File: src/wpa_pkg.sv
// Constants, register map and carrier types of the write-guard and alarm block.
// Assumes a 100 MHz system clock and a 32-bit classic Wishbone register bus.
package wpa_pkg;

  // ==========================================================
  // Timing
  localparam longint WPA_CLK_HZ = 100_000_000;
  localparam longint WPA_UNLOCK_MIN = 10;
  localparam longint WPA_UNLOCK_CYC = WPA_UNLOCK_MIN * 60 * WPA_CLK_HZ;

  // ==========================================================
  // Failure output levels in tenths of a percent of span.
  localparam int WPA_LVL_W = 12;
  localparam logic signed [WPA_LVL_W-1:0] WPA_LVL_HIGH = 12'sd1100;
  localparam logic signed [WPA_LVL_W-1:0] WPA_LVL_LOW = -12'sd25;
  localparam logic signed [WPA_LVL_W-1:0] WPA_LVL_NONE = 12'sd0;

  // ==========================================================
  // Register byte addresses.
  localparam logic [7:0] WPA_A_STATE = 8'h00;
  localparam logic [7:0] WPA_A_NPW_LO = 8'h04;
  localparam logic [7:0] WPA_A_NPW_HI = 8'h08;
  localparam logic [7:0] WPA_A_UNL_LO = 8'h0c;
  localparam logic [7:0] WPA_A_UNL_HI = 8'h10;
  localparam logic [7:0] WPA_A_MODE = 8'h14;
  localparam logic [7:0] WPA_A_THR0 = 8'h18;
  localparam logic [7:0] WPA_A_THR_END = 8'h38;
  localparam logic [7:0] WPA_A_EVT = 8'h38;
  localparam logic [7:0] WPA_A_MASK = 8'h3c;
  localparam logic [7:0] WPA_A_ALARM = 8'h40;

  // ==========================================================
  // State register bits.
  localparam int WPA_S_PROT = 0;
  localparam int WPA_S_UNL = 1;
  localparam int WPA_S_HWI = 2;
  localparam int WPA_S_DIR = 3;
  localparam int WPA_S_FAIL = 4;
  localparam int WPA_S_LVL = 5;

  // Event status bits: alarms 0..7, then these.
  localparam int WPA_NVAR = 4;
  localparam int WPA_E_REJ = 8;
  localparam int WPA_E_EXP = 9;
  localparam int WPA_EVT_W = 10;

  // ==========================================================
  // Password constants.
  localparam logic [63:0] WPA_PW_SPACES = 64'h2020202020202020;

  // Alert modes of one monitored variable.
  typedef enum logic [1:0] {
    WPA_ALERT_OFF = 2'h0,
    WPA_ALERT_UPPER = 2'h1,
    WPA_ALERT_LOWER = 2'h2,
    WPA_ALERT_BOTH = 2'h3
  } wpa_alert_t;

  // Threshold pair of one monitored variable.
  typedef struct packed {
    logic signed [15:0] upper;
    logic signed [15:0] lower;
  } wpa_thr_t;

endpackage

File: src/wpa_top.sv
// Write guard, password unlock window, failure level and process alarms.
// Assumes switches, failure flag and process values synchronous to clock.
//
// The register addresses and register access over Wishbone were chosen for this implementation.
`timescale 1ns/1ps
module wpa_top
  import wpa_pkg::*;
#(
  parameter longint UNLOCK_CYCLES = WPA_UNLOCK_CYC
) (
  input wire logic clock,
  input wire logic rst_b,
  input wire logic wb_cyc_i,
  input wire logic wb_stb_i,
  input wire logic wb_we_i,
  input wire logic [7:0] wb_adr_i,
  input wire logic [3:0] wb_sel_i,
  input wire logic [31:0] wb_dat_i,
  output logic [31:0] wb_dat_o,
  output logic wb_ack_o,
  output logic irq,
  input wire logic fail_direction_switch,
  input wire logic write_inhibit_switch,
  input wire logic cpu_fail,
  input wire logic signed [15:0] pv_dp,
  input wire logic signed [15:0] pv_static,
  input wire logic signed [15:0] pv_ext_temp,
  input wire logic signed [15:0] pv_flow,
  output logic signed [WPA_LVL_W-1:0] loop_level,
  output logic fail_active,
  output logic [7:0] alarm_code
);

  // ==========================================================
  // Helper functions.
  function automatic logic [31:0] merge(input logic [31:0] old, input logic [31:0] nw,
                                        input logic [3:0] sel);
    logic [31:0] r;
    r = old;
    for (int b = 0; b < 4; b++) begin
      if (sel[b]) begin
        r[b*8 +: 8] = nw[b*8 +: 8];
      end
    end
    return r;
  endfunction

  function automatic logic all_alnum(input logic [63:0] s);
    logic ok;
    logic [7:0] c;
    ok = 1'b1;
    for (int b = 0; b < 8; b++) begin
      c = s[b*8 +: 8];
      if (!((c >= 8'h30 && c <= 8'h39) || (c >= 8'h41 && c <= 8'h5a) ||
            (c >= 8'h61 && c <= 8'h7a))) begin
        ok = 1'b0;
      end
    end
    return ok;
  endfunction

  // ==========================================================
  // Bus handshake.
  logic fail_r;
  logic acc;
  logic wr;
  logic [31:0] rdata_nxt;
  logic [WPA_EVT_W-1:0] evt_r;
  logic [WPA_EVT_W-1:0] mask_r;
  logic [7:0] mode_r;
  wpa_thr_t thr_r [WPA_NVAR];
  logic [63:0] pw_r;
  logic [31:0] npw_lo_r;
  logic [31:0] unl_lo_r;
  logic protect_r;
  logic dir_lat_r;
  logic unl_active;
  logic unl_expired;
  logic unl_start;
  logic unl_stop;
  logic param_ok;
  logic reject_ev;
  logic [7:0] alarm_now;
  logic signed [15:0] pv [WPA_NVAR];

  assign pv[0] = pv_dp;
  assign pv[1] = pv_static;
  assign pv[2] = pv_ext_temp;
  assign pv[3] = pv_flow;

  // One-cycle ack; writes land at the edge where ack is sampled high.
  assign acc = wb_cyc_i && wb_stb_i && wb_ack_o;
  assign wr = acc && wb_we_i;

  always_ff @(posedge clock or negedge rst_b) begin
    if (!rst_b) begin
      wb_ack_o <= 1'b0;
    end else begin
      wb_ack_o <= wb_cyc_i && wb_stb_i && !wb_ack_o && !fail_r && !cpu_fail;
    end
  end

  // ==========================================================
  // Failure latch and loop level.
  always_ff @(posedge clock or negedge rst_b) begin
    if (!rst_b) begin
      fail_r <= 1'b0;
      dir_lat_r <= 1'b1;
    end else if (!fail_r) begin
      fail_r <= cpu_fail;
      dir_lat_r <= fail_direction_switch;
    end
  end

  // Drives the failure level once the processor has failed.
  always_ff @(posedge clock or negedge rst_b) begin
    if (!rst_b) begin
      loop_level <= WPA_LVL_NONE;
      fail_active <= 1'b0;
    end else begin
      fail_active <= fail_r;
      if (!fail_r) begin
        loop_level <= WPA_LVL_NONE;
      end else if (dir_lat_r) begin
        loop_level <= WPA_LVL_HIGH;
      end else begin
        loop_level <= WPA_LVL_LOW;
      end
    end
  end

  // ==========================================================
  // Write guard and passwords.
  assign param_ok = !write_inhibit_switch && (!protect_r || unl_active);

  wire npw_go = wr && wb_adr_i == WPA_A_NPW_HI;
  wire unl_go = wr && wb_adr_i == WPA_A_UNL_HI;
  wire [63:0] npw_val = {wb_dat_i, npw_lo_r};
  wire [63:0] unl_val = {wb_dat_i, unl_lo_r};
  wire npw_spaces = npw_val == WPA_PW_SPACES;
  wire npw_valid = all_alnum(npw_val);
  wire guarded_wr = wr && ((wb_adr_i >= WPA_A_MODE && wb_adr_i < WPA_A_THR_END) || npw_go);
  wire unl_match = protect_r && unl_val == pw_r;

  assign unl_start = unl_go && unl_match;
  assign unl_stop = npw_go && param_ok && npw_spaces;
  assign reject_ev = (guarded_wr && !param_ok) || (npw_go && !npw_spaces && !npw_valid) ||
                     (unl_go && !unl_match);

  // Low password halves are staged; the high half commits.
  always_ff @(posedge clock or negedge rst_b) begin
    if (!rst_b) begin
      npw_lo_r <= '0;
      unl_lo_r <= '0;
    end else begin
      if (wr && wb_adr_i == WPA_A_NPW_LO) begin
        npw_lo_r <= merge(npw_lo_r, wb_dat_i, wb_sel_i);
      end
      if (wr && wb_adr_i == WPA_A_UNL_LO) begin
        unl_lo_r <= merge(unl_lo_r, wb_dat_i, wb_sel_i);
      end
    end
  end

  // Protection state and stored password.
  always_ff @(posedge clock or negedge rst_b) begin
    if (!rst_b) begin
      protect_r <= 1'b0;
      pw_r <= WPA_PW_SPACES;
    end else if (npw_go && param_ok) begin
      if (npw_spaces) begin
        protect_r <= 1'b0;
        pw_r <= WPA_PW_SPACES;
      end else if (npw_valid) begin
        protect_r <= 1'b1;
        pw_r <= npw_val;
      end
    end
  end

  wpa_unlock_timer #(
    .CYCLES(UNLOCK_CYCLES)
  ) u_timer (
    .clock(clock),
    .rst_b(rst_b),
    .start(unl_start),
    .stop(unl_stop),
    .active(unl_active),
    .expired(unl_expired)
  );

  // ==========================================================
  // Alert modes and thresholds.
  always_ff @(posedge clock or negedge rst_b) begin
    if (!rst_b) begin
      mode_r <= '0;
    end else if (wr && param_ok && wb_adr_i == WPA_A_MODE) begin
      mode_r <= wb_dat_i[7:0];
    end
  end

  for (genvar i = 0; i < WPA_NVAR; i++) begin : g_var
    localparam logic [7:0] AU = WPA_A_THR0 + 8'(i * 8);
    localparam logic [7:0] AL = AU + 8'h04;
    wpa_alert_t md;
    assign md = wpa_alert_t'(mode_r[i*2 +: 2]);

    // Threshold pair of this variable.
    always_ff @(posedge clock or negedge rst_b) begin
      if (!rst_b) begin
        thr_r[i] <= '0;
      end else if (wr && param_ok) begin
        if (wb_adr_i == AU) begin
          thr_r[i].upper <= 16'(merge(32'(thr_r[i].upper), wb_dat_i, wb_sel_i));
        end
        if (wb_adr_i == AL) begin
          thr_r[i].lower <= 16'(merge(32'(thr_r[i].lower), wb_dat_i, wb_sel_i));
        end
      end
    end

    // Comparators gated by the alert mode.
    assign alarm_now[i*2] = (md == WPA_ALERT_UPPER || md == WPA_ALERT_BOTH) &&
                            pv[i] > thr_r[i].upper;
    assign alarm_now[i*2+1] = (md == WPA_ALERT_LOWER || md == WPA_ALERT_BOTH) &&
                              pv[i] < thr_r[i].lower;
  end

  always_ff @(posedge clock or negedge rst_b) begin
    if (!rst_b) begin
      alarm_code <= '0;
    end else begin
      alarm_code <= alarm_now;
    end
  end

  // ==========================================================
  // Events, mask and interrupt; a set beats a same-cycle clear.
  wire [WPA_EVT_W-1:0] evt_set = {unl_expired, reject_ev, alarm_now};
  wire [WPA_EVT_W-1:0] evt_clr = (wr && wb_adr_i == WPA_A_EVT) ? wb_dat_i[WPA_EVT_W-1:0] : '0;

  always_ff @(posedge clock or negedge rst_b) begin
    if (!rst_b) begin
      evt_r <= '0;
    end else begin
      evt_r <= (evt_r & ~evt_clr) | evt_set;
    end
  end

  always_ff @(posedge clock or negedge rst_b) begin
    if (!rst_b) begin
      mask_r <= '0;
    end else if (wr && wb_adr_i == WPA_A_MASK) begin
      mask_r <= wb_dat_i[WPA_EVT_W-1:0];
    end
  end

  always_ff @(posedge clock or negedge rst_b) begin
    if (!rst_b) begin
      irq <= 1'b0;
    end else begin
      irq <= |(evt_r & mask_r);
    end
  end

  // ==========================================================
  // Read data, captured with ack.
  always_comb begin
    rdata_nxt = '0;
    case (wb_adr_i)
      WPA_A_STATE: begin
        rdata_nxt[WPA_S_PROT] = protect_r;
        rdata_nxt[WPA_S_UNL] = unl_active;
        rdata_nxt[WPA_S_HWI] = write_inhibit_switch;
        rdata_nxt[WPA_S_DIR] = fail_direction_switch;
        rdata_nxt[WPA_S_FAIL] = fail_r;
        rdata_nxt[WPA_S_LVL] = fail_r ? dir_lat_r : fail_direction_switch;
      end
      WPA_A_MODE: rdata_nxt[7:0] = mode_r;
      WPA_A_EVT: rdata_nxt[WPA_EVT_W-1:0] = evt_r;
      WPA_A_MASK: rdata_nxt[WPA_EVT_W-1:0] = mask_r;
      WPA_A_ALARM: rdata_nxt[7:0] = alarm_code;
      default: begin
        for (int k = 0; k < WPA_NVAR; k++) begin
          if (wb_adr_i == WPA_A_THR0 + 8'(k * 8)) begin
            rdata_nxt = 32'(thr_r[k].upper);
          end
          if (wb_adr_i == WPA_A_THR0 + 8'(k * 8 + 4)) begin
            rdata_nxt = 32'(thr_r[k].lower);
          end
        end
      end
    endcase
  end

  always_ff @(posedge clock or negedge rst_b) begin
    if (!rst_b) begin
      wb_dat_o <= '0;
    end else if (wb_cyc_i && wb_stb_i && !wb_ack_o) begin
      wb_dat_o <= rdata_nxt;
    end
  end
endmodule

File: src/wpa_unlock_timer.sv
// Timed unlock window counter of the write-guard block.
// Assumes one clock; start and stop are single-cycle pulses from the register logic.
`timescale 1ns/1ps
module wpa_unlock_timer
  import wpa_pkg::*;
#(
  parameter longint CYCLES = WPA_UNLOCK_CYC
) (
  input wire logic clock,
  input wire logic rst_b,
  input wire logic start,
  input wire logic stop,
  output logic active,
  output logic expired
);

  localparam int CW = $clog2(CYCLES + 1);

  // ==========================================================
  // Elaboration check.
  if (CYCLES < 1) begin : g_bad
    $error("unlock window must last at least one cycle");
  end

  logic [CW-1:0] cnt_r;

  // Counts the window down; a restart reloads the full length.
  always_ff @(posedge clock or negedge rst_b) begin
    if (!rst_b) begin
      active <= 1'b0;
      cnt_r <= '0;
      expired <= 1'b0;
    end else begin
      expired <= 1'b0;
      if (stop) begin
        active <= 1'b0;
      end else if (start) begin
        active <= 1'b1;
        cnt_r <= CW'(CYCLES - 1);
      end else if (active) begin
        if (cnt_r == '0) begin
          active <= 1'b0;
          expired <= 1'b1;
        end else begin
          cnt_r <= cnt_r - 1'b1;
        end
      end
    end
  end

endmodule
File: config.mk
export PLATFORM = sky130hd
export DESIGN_NAME = wpa_top
export DESIGN_NICKNAME = d
export VERILOG_FILES = /design/src/wpa_pkg.sv /design/src/wpa_top.sv /design/src/wpa_unlock_timer.sv
export SDC_FILE = /design/constraint.sdc
export NUM_CORES = 1
export LEC_CHECK = 0
export BUFFER_PORTS_ARGS = -buffer_cell sky130_fd_sc_hd__buf_2
export CORE_MARGIN = 5
export CORE_UTILIZATION = 45
export DETAILED_ROUTE_END_ITERATION = 12
export PLACE_DENSITY_LB_ADDON = 0.3
export SLEW_MARGIN = 20
export SYNTH_ARGS = -nofsm -noshare
export SYNTH_HDL_FRONTEND = slang
export SYNTH_SLANG_ARGS = --single-unit
File: constraint.sdc
create_clock -name clock -period 7.8 [get_ports clock]
set_input_delay 1.56 -clock clock [delete_from_list [all_inputs] [get_ports clock]]
set_output_delay 1.56 -clock clock [all_outputs]
set_load 0.02 [all_outputs]
==> results of run 1 <==
-- how the worst max path moves through the flow --
| stage | depth (start not counted) | end | startpoint |
|---|---|---|---|
| after floorplan | 9 | u_timer.cnt_r[0]$_DFFE_PN0P_ | wb_dat_i[2] |
| after global placement | 8 | u_timer.cnt_r[31]$_DFFE_PN0P_ | wb_dat_i[10] |
| after detailed placement | 8 | pw_r[34]$_DFFE_PN0P_ | wb_adr_i[1] |
| after CTS | 8 | pw_r[59]$_DFFE_PN0P_ | wb_adr_i[1] |
| after global routing | 9 | pw_r[9]$_DFFE_PN0P_ | wb_dat_i[0] |
| final | 8 | pw_r[57]$_DFFE_PN0P_ | wb_adr_i[1] |
-- worst min-delay path, cell delays in order, from the launching register on --
cell and delay, ps:
dfrtp_1 350, nand2_1 50, o21ai_0 60
-- cell type report --
class | instances | area [um2]
Sequential cell | 354 | 8870
Antenna cell | 2 | 5.00
Clock buffer | 65 | 1200
Inverter | 148 | 556
Timing Repair Buffer | 188 | 1030
Fill cell | 3893 | 20900
Clock inverter | 8 | 47.5
Multi-Input combinational cell | 1188 | 9520
Tap cell | 585 | 732
-- state kept, by name, indices dropped and copies added (netlist names) --
name             cells
protect_r            1
u_timer.active       1
irq                  1
u_timer.cnt_r       36
mask_r              10
evt_r               10
alarm_code           8
unl_lo_r            32
pw_r                64
dir_lat_r            1
u_timer.expired      1
loop_level           3
wb_ack_o             1
thr_r              128
wb_dat_o            16
mode_r               8
npw_lo_r            32
fail_r               1
-- logic make-up after synthesis --
group,synth area share [%]
AOI/OAI and AO/OA,11.4
xor gates and xnor gates,3.30
adders and majority gates,8.07
buffers and inverters,5.32
DFF,45.7
muxes,13.8
other,0.0193
and+or+nand+nor,12.4
-- layout by cell type (no fill, tap or decap), drive strengths merged, types with 6 or more instances in the layout --
cell,synthesis,layout
or3,11,11
nand2,128,128
o21ai,68,68
nor2,70,70
nand2b,15,15
nor3,26,26
and4,6,6
and2,12,12
nand3,16,16
buf,49,188
nor4,39,39
mux2,236,236
dfrtp,345,345
clkinv,0,6
dfstp,9,9
a22o,19,19
or4,14,14
o2111ai,7,7
a2111oi,7,7
inv,148,150
a31oi,25,25
or2,6,6
o21a,10,10
a222oi,23,23
a21oi,45,45
ha,125,125
a22oi,12,12
a221oi,23,23
a21o,35,35
and3,13,13
xor2,30,30
xnor2,43,43
nor2b,25,25
clkbuf,39,65
nand4,34,34
-- cell usage after synthesis (all sizes together), types with 15 or more instances --
library cell  number
a21o              35
a21oi             45
a221oi            23
a222oi            23
a22o              19
a31oi             25
buf               49
clkbuf            39
dfrtp            345
ha               125
inv              148
mux2             236
nand2            128
nand2b            15
nand3             16
nand4             34
nor2              70
nor2b             25
nor3              26
nor4              39
o21ai             68
xnor2             43
xor2              30
-- through the flow --
stage	worst slack [ps]	instance area, um2	cells
floorplan	3990	19400	1778
global placement	3160	20700	2462
detailed placement	3150	20700	2462
CTS	3710	21900	2535
global route	3450	22000	2536
finish	3650	22000	2538
-- metal layers --
metal,GRT usage [%],share of wire [%],vias up
li1,-,-,6724
met1,33.3,42,7425
met2,38.9,46,558
met3,4.60,7.6,115
met4,9.12,3.8,2
met5,0,0.022,-
-- power breakdown --
part / leakage [uW] / internal, uW / switching (uW)
Sequential: 0.00486 / 1850 / 11.0
Combinational: 0.00497 / 98.8 / 207
Clock: 0.000614 / 1050 / 760
Total: 0.0105 / 3000 / 978
==> run summary, run 1 <==
Hold Path End = npw_lo_r[31]$_DFFE_PN0P_
Syn Nets = 2019
Post-Route WL = 58800 um
CTS clk-pin slew, worst paths = 60 ps
Area grow syn2layout = 13.2%
Final routed DRC violation total = 0
Rows = 76
Max-slew violation count = 0
Die area = 47300 um2
Hold Slack = 491 ps
RSZ-0062 raised after global routing = no
Reg2reg end = pw_r[57]$_DFFE_PN0P_
Startpoint Class = primary input
NumNets Final = 2161
Vias per cell = 5.84
Leak Pwr = 0.0105 uW
Die Ht = 218 um
Final core occ = 51.2%
Synthesized flop and latch total = 354
H-Tree Level Count = 2
First-pass GRT wire length = 89800 um
Critical-path maximum fanout = 65
Cell taking the most area after synthesis = dfrtp_1
Routability cong. = 0.944
CTS Buf Count = 40
Grt total ovfl = 0
Main synth FF type = dfrtp_1
Worst Path Buf+Inv = 2
Post-CTS sizing = 0
Reg2reg setup slack = 4200 ps
Fmax = 0.241 GHz
Critical path's slowest cell = or4b_1
Die width = 218 um
Endpoint class of the critical path = flip-flop
Share of cells above drive strength 1 = 25.8%
EDFF count, synth = 0
Hold Vio Cnt, Final = 0
Reg2reg start = npw_lo_r[2]$_DFFE_PN0P_
Worst EP arrival = 4560 ps
Setup_tns = 0 ps
FF-to-FF path depth = 8
Worst VDD drop = 0.000164 V
Initial antenna violation count = 4
Crit-path cells = buf_2, or4b_1, nand4b_1, nor2_1, nor4b_1, a21oi_4, buf_4, mux2_1
Warnings from Yosys = 0
Worst Hold Launch = npw_lo_r[31]$_DFFE_PN0P_
Initial Util = 45.2%
Setup CP Type = in2reg
Total Routing Usage GR = 24.4%
Detailed-route via count = 14800
Detail Route Antenna Nets = 0
Hold-critical path depth = 2
Slew headroom = 26.2%
Clock net sink count = 354
Yosys top cell area share = 44.5%
CTS tree = done
CP max stage delay = 670 ps
Cells after Synth = 1778
Detail Placement HPWL = 43300 um
Mapped Area = 19400 um2
Ys async rst share = 100%
Core area = 42900 um2
Worst slew pin tran = 1100 ps
Pin count of the biggest net entering global routing = 158
Root Driver = clkbuf_16
CTS Hold Bufs = 0
Count of final setup violators = 0
Number of global-route vias before repair = 15100
Buffers inserted by post-CTS timing repair = 0
PnR Total Power = 3970 uW
Period minus WS final = 4150 ps
Io pins = 171
DRT iter0 DRCs = 1373
Clock Tree Buf Depth = 3
PD cells = 181 nW/um2
Min-Delay Path Class = reg2reg
CP top delay family = simple AND/OR/NAND/NOR gates
Register area share after synthesis = 45.7%
Avg WL per Cell = 23.2 um
Final Skew = 16.0 ps
Port bufs = 169
Syn Area/Cell = 10.9 um2
Synth top area cells = dfrtp_1 (45%), mux2_2 (13%), ha_1 (8.1%)
Detailed Routing Iterations Pass 1 = 7
Status = complete, no violations
Worst-Skew Late Latency = 540 ps
Worst path required time = 8210 ps
Tcrit/Tclk final = 53.2%
Max Cap Violations = 0
Yosys cell types = 79
Note: power is estimated with default switching activity, not from simulation.
==> run 2, diff against run 1 <==
==> constraint.sdc (replaced) <==
create_clock -name clock -period 3.3 [get_ports clock]
set_input_delay 0.66 -clock clock [delete_from_list [all_inputs] [get_ports clock]]
set_output_delay 0.66 -clock clock [all_outputs]
set_load 0.02 [all_outputs]
==> run summary, run 2 (synthesis results as in run 1) <==
Hold Vio Cnt, Final = 0 (unchanged)
Startpoint Class = flip-flop (was primary input)
CTS Buf Count = 41 (was 40)
Final Instance Count excl. Fillers = 2604 (was 2538)
First-pass GRT wire length = 90400 um (was 89800 um)
Die area = 47300 um2 (unchanged)
Net Sw Power = 2360 uW (was 978 uW)
CTS clk-pin slew, worst paths = 60 ps (about the same)
Tcrit/Tclk final = 94.8%
Post-Route WL = 59300 um (was 58800 um)
Worst path required time = 3730 ps (was 8210 ps)
Count of final setup violators = 0 (unchanged)
Clock Power Share = 48.1% (was 45.5%)
Hold Slack = 152 ps (was 491 ps)
Fmax = 0.320 GHz
H-Tree Level Count = 2 (unchanged)
Initial Util = 45.2% (unchanged)
Worst-Skew Late Latency = 560 ps (was 540 ps)
Largest Register = thr_r (unchanged)
Die Ht = 218 um (unchanged)
RSZ-0062 raised after global routing = no (unchanged)
Slew headroom = 43.6% (was 26.2%)
CTS tree = done (unchanged)
Grt total ovfl = 0 (unchanged)
Routability cong. = 0.950 (was 0.944)
Max Cap Violations = 0 (unchanged)
Port bufs = 169 (unchanged)
Total Routing Usage GR = 24.6% (was 24.4%)
Post-placement cell area = 21200 um2 (was 20700 um2)
Worst EP arrival = 3560 ps (was 4560 ps)
Avg WL per Cell = 22.8 um (was 23.2 um)
Detailed-route via count = 15200 (was 14800)
Clock Tree Buf Depth = 3 (unchanged)
CTS Hold Bufs = 0 (unchanged)
Period minus WS final = 3130 ps
Detail Placement HPWL = 44900 um (was 43300 um)
Detail Route Antenna Nets = 0 (unchanged)
Max-slew violation count = 0 (unchanged)
Initial antenna violation count = 6 (was 4)
PD cells = 440 nW/um2 (was 181 nW/um2)
Min-Delay Path Class = in2async (was reg2reg)
Commonest non-fill, non-tap cell in the layout = dfrtp_1 (unchanged)
Clock net sink count = 354 (unchanged)
Placed insts = 2525 (was 2462)
Combinational share of power = 7.7% (about the same)
Io pins = 171 (unchanged)
Reg power frac = 44.1% (was 46.8%)
Leak Pwr = 0.0109 uW (was 0.0105 uW)
Design Area, Final = 22600 um2 (was 22000 um2)
Buffers inserted by post-CTS timing repair = 0 (unchanged)
Worst slew pin tran = 846 ps (was 1100 ps)
Detailed Routing Iterations Pass 1 = 8 (was 7)
NumNets Final = 2224 (was 2161)
Pin count of the biggest net entering global routing = 96 (was 158)
Number of global-route vias before repair = 15600 (was 15100)
Die width = 218 um (unchanged)
Status = complete, no violations (unchanged)
DRT iter0 DRCs = 1281 (was 1373)
PnR Total Power = 9960 uW (was 3970 uW)
Area grow syn2layout = 16.8% (was 13.2%)
Final Skew = 12.8 ps (was 16.0 ps)
Most frequent cells in the layout = dfrtp_1 (345), mux2_2 (220), buf_2 (168), inv_1 (148), nand2_1 (128) (unchanged)
Internal power = 7600 uW (was 3000 uW)
Sw Share = 23.7% (was 24.6%)
Final routed DRC violation total = 0 (unchanged)
Rows = 76 (unchanged)
Setup CP Type = reg2reg (was in2reg)
Core area = 42900 um2 (unchanged)
Critical-path maximum fanout = 47 (was 65)
Endpoint class of the critical path = flip-flop (unchanged)
Max reg flops = 128 (unchanged)
Vias per cell = 5.84 (about the same)
Worst VDD drop = 0.000409 V (was 0.000164 V)
Post-CTS sizing = 0 (unchanged)
Setup_tns = 0 ps (unchanged)
Root Driver = clkbuf_16 (unchanged)
Share of cells above drive strength 1 = 28.1% (was 25.8%)
Largest regs = thr_r: 128 flops, pw_r: 64 flops, u_timer.cnt_r: 36 flops (unchanged)
## run 2: changes by cell type in the layout (fill, tap and decap cells not counted), moves of 2 or more
cell | previous run | this run
buf_12 | 1 | 7
buf_4 | 17 | 74
bufinv_16 | 0 | 5
clkbuf_1 | 16 | 13
clkbuf_16 | 41 | 43
nor2_1 | 67 | 69
nor2_2 | 3 | 1
## run 2: worst max-delay path, cell delays in order, from the launching register on
cell	delay, ps
dfrtp_1	420
nor4_1	380
mux2_2	370
a2111oi_0	340
nand4_1	200
nor4b_1	370
buf_4	190
a21oi_4	40
buf_12	210
buf_4	180
mux2_2	270
## run 2: area by class of cell
type	instances	area, um2
well taps	585	732
repair buffers	250	1550
inverters	148	556
fillers	3802	20200
flip-flops and latches	354	8870
clock buffers	64	1230
diodes	3	7.51
multi-input cells	1188	9500
clock inverters	12	193
## run 2: path summary, 6_finish.rpt
check	startpoint	endpoint	slack, ps	cells after the start
max	npw_lo_r[1]$_DFFE_PN0P_	pw_r[49]$_DFFE_PN0P_	170	10
min	rst_b	wb_dat_o[13]$_DFFE_PN0P_	150	1
max reg2reg	npw_lo_r[1]$_DFFE_PN0P_	pw_r[49]$_DFFE_PN0P_	170	10
min reg2reg	u_timer.expired$_DFF_PN0_	evt_r[9]$_DFF_PN0_	450	1
max in group asynchronous	rst_b	dir_lat_r$_DFF_PN1_	2240	2
min in group clock	wb_dat_i[11]	pw_r[43]$_DFFE_PN0P_	400	2
## run 2: power groups by stage
stage | clock (uW) | combinational (uW) | sequential [uW]
after CTS | 4890 | 773 | 4390
after global routing | 5050 | 844 | 4390
after detailed placement | 0 | 767 | 4470
after floorplan | 0 | 352 | 4500
after global placement | 0 | 754 | 4470
final | 4790 | 770 | 4390
## run 2: routing by layer
| metal | wire length, um | vias to the layer above | track usage (%) |
|---|---|---|---|
| met2 | 27900 | 612 | 40.0 |
| met3 | 4330 | 137 | 4.76 |
| li1 | - | 6858 | - |
| met4 | 2390 | 2 | 10.6 |
| met1 | 24600 | 7609 | 32.3 |
| met5 | 13 | - | 0 |
## run 2: through the flow
stage                     worst slack, ps  util (%)
final                                 170      52.8
after global routing                 25.1      52.8
after CTS                             223      52.8
after detailed placement             3.10      49.5
after global placement               48.8      49.5
after floorplan                       389         -
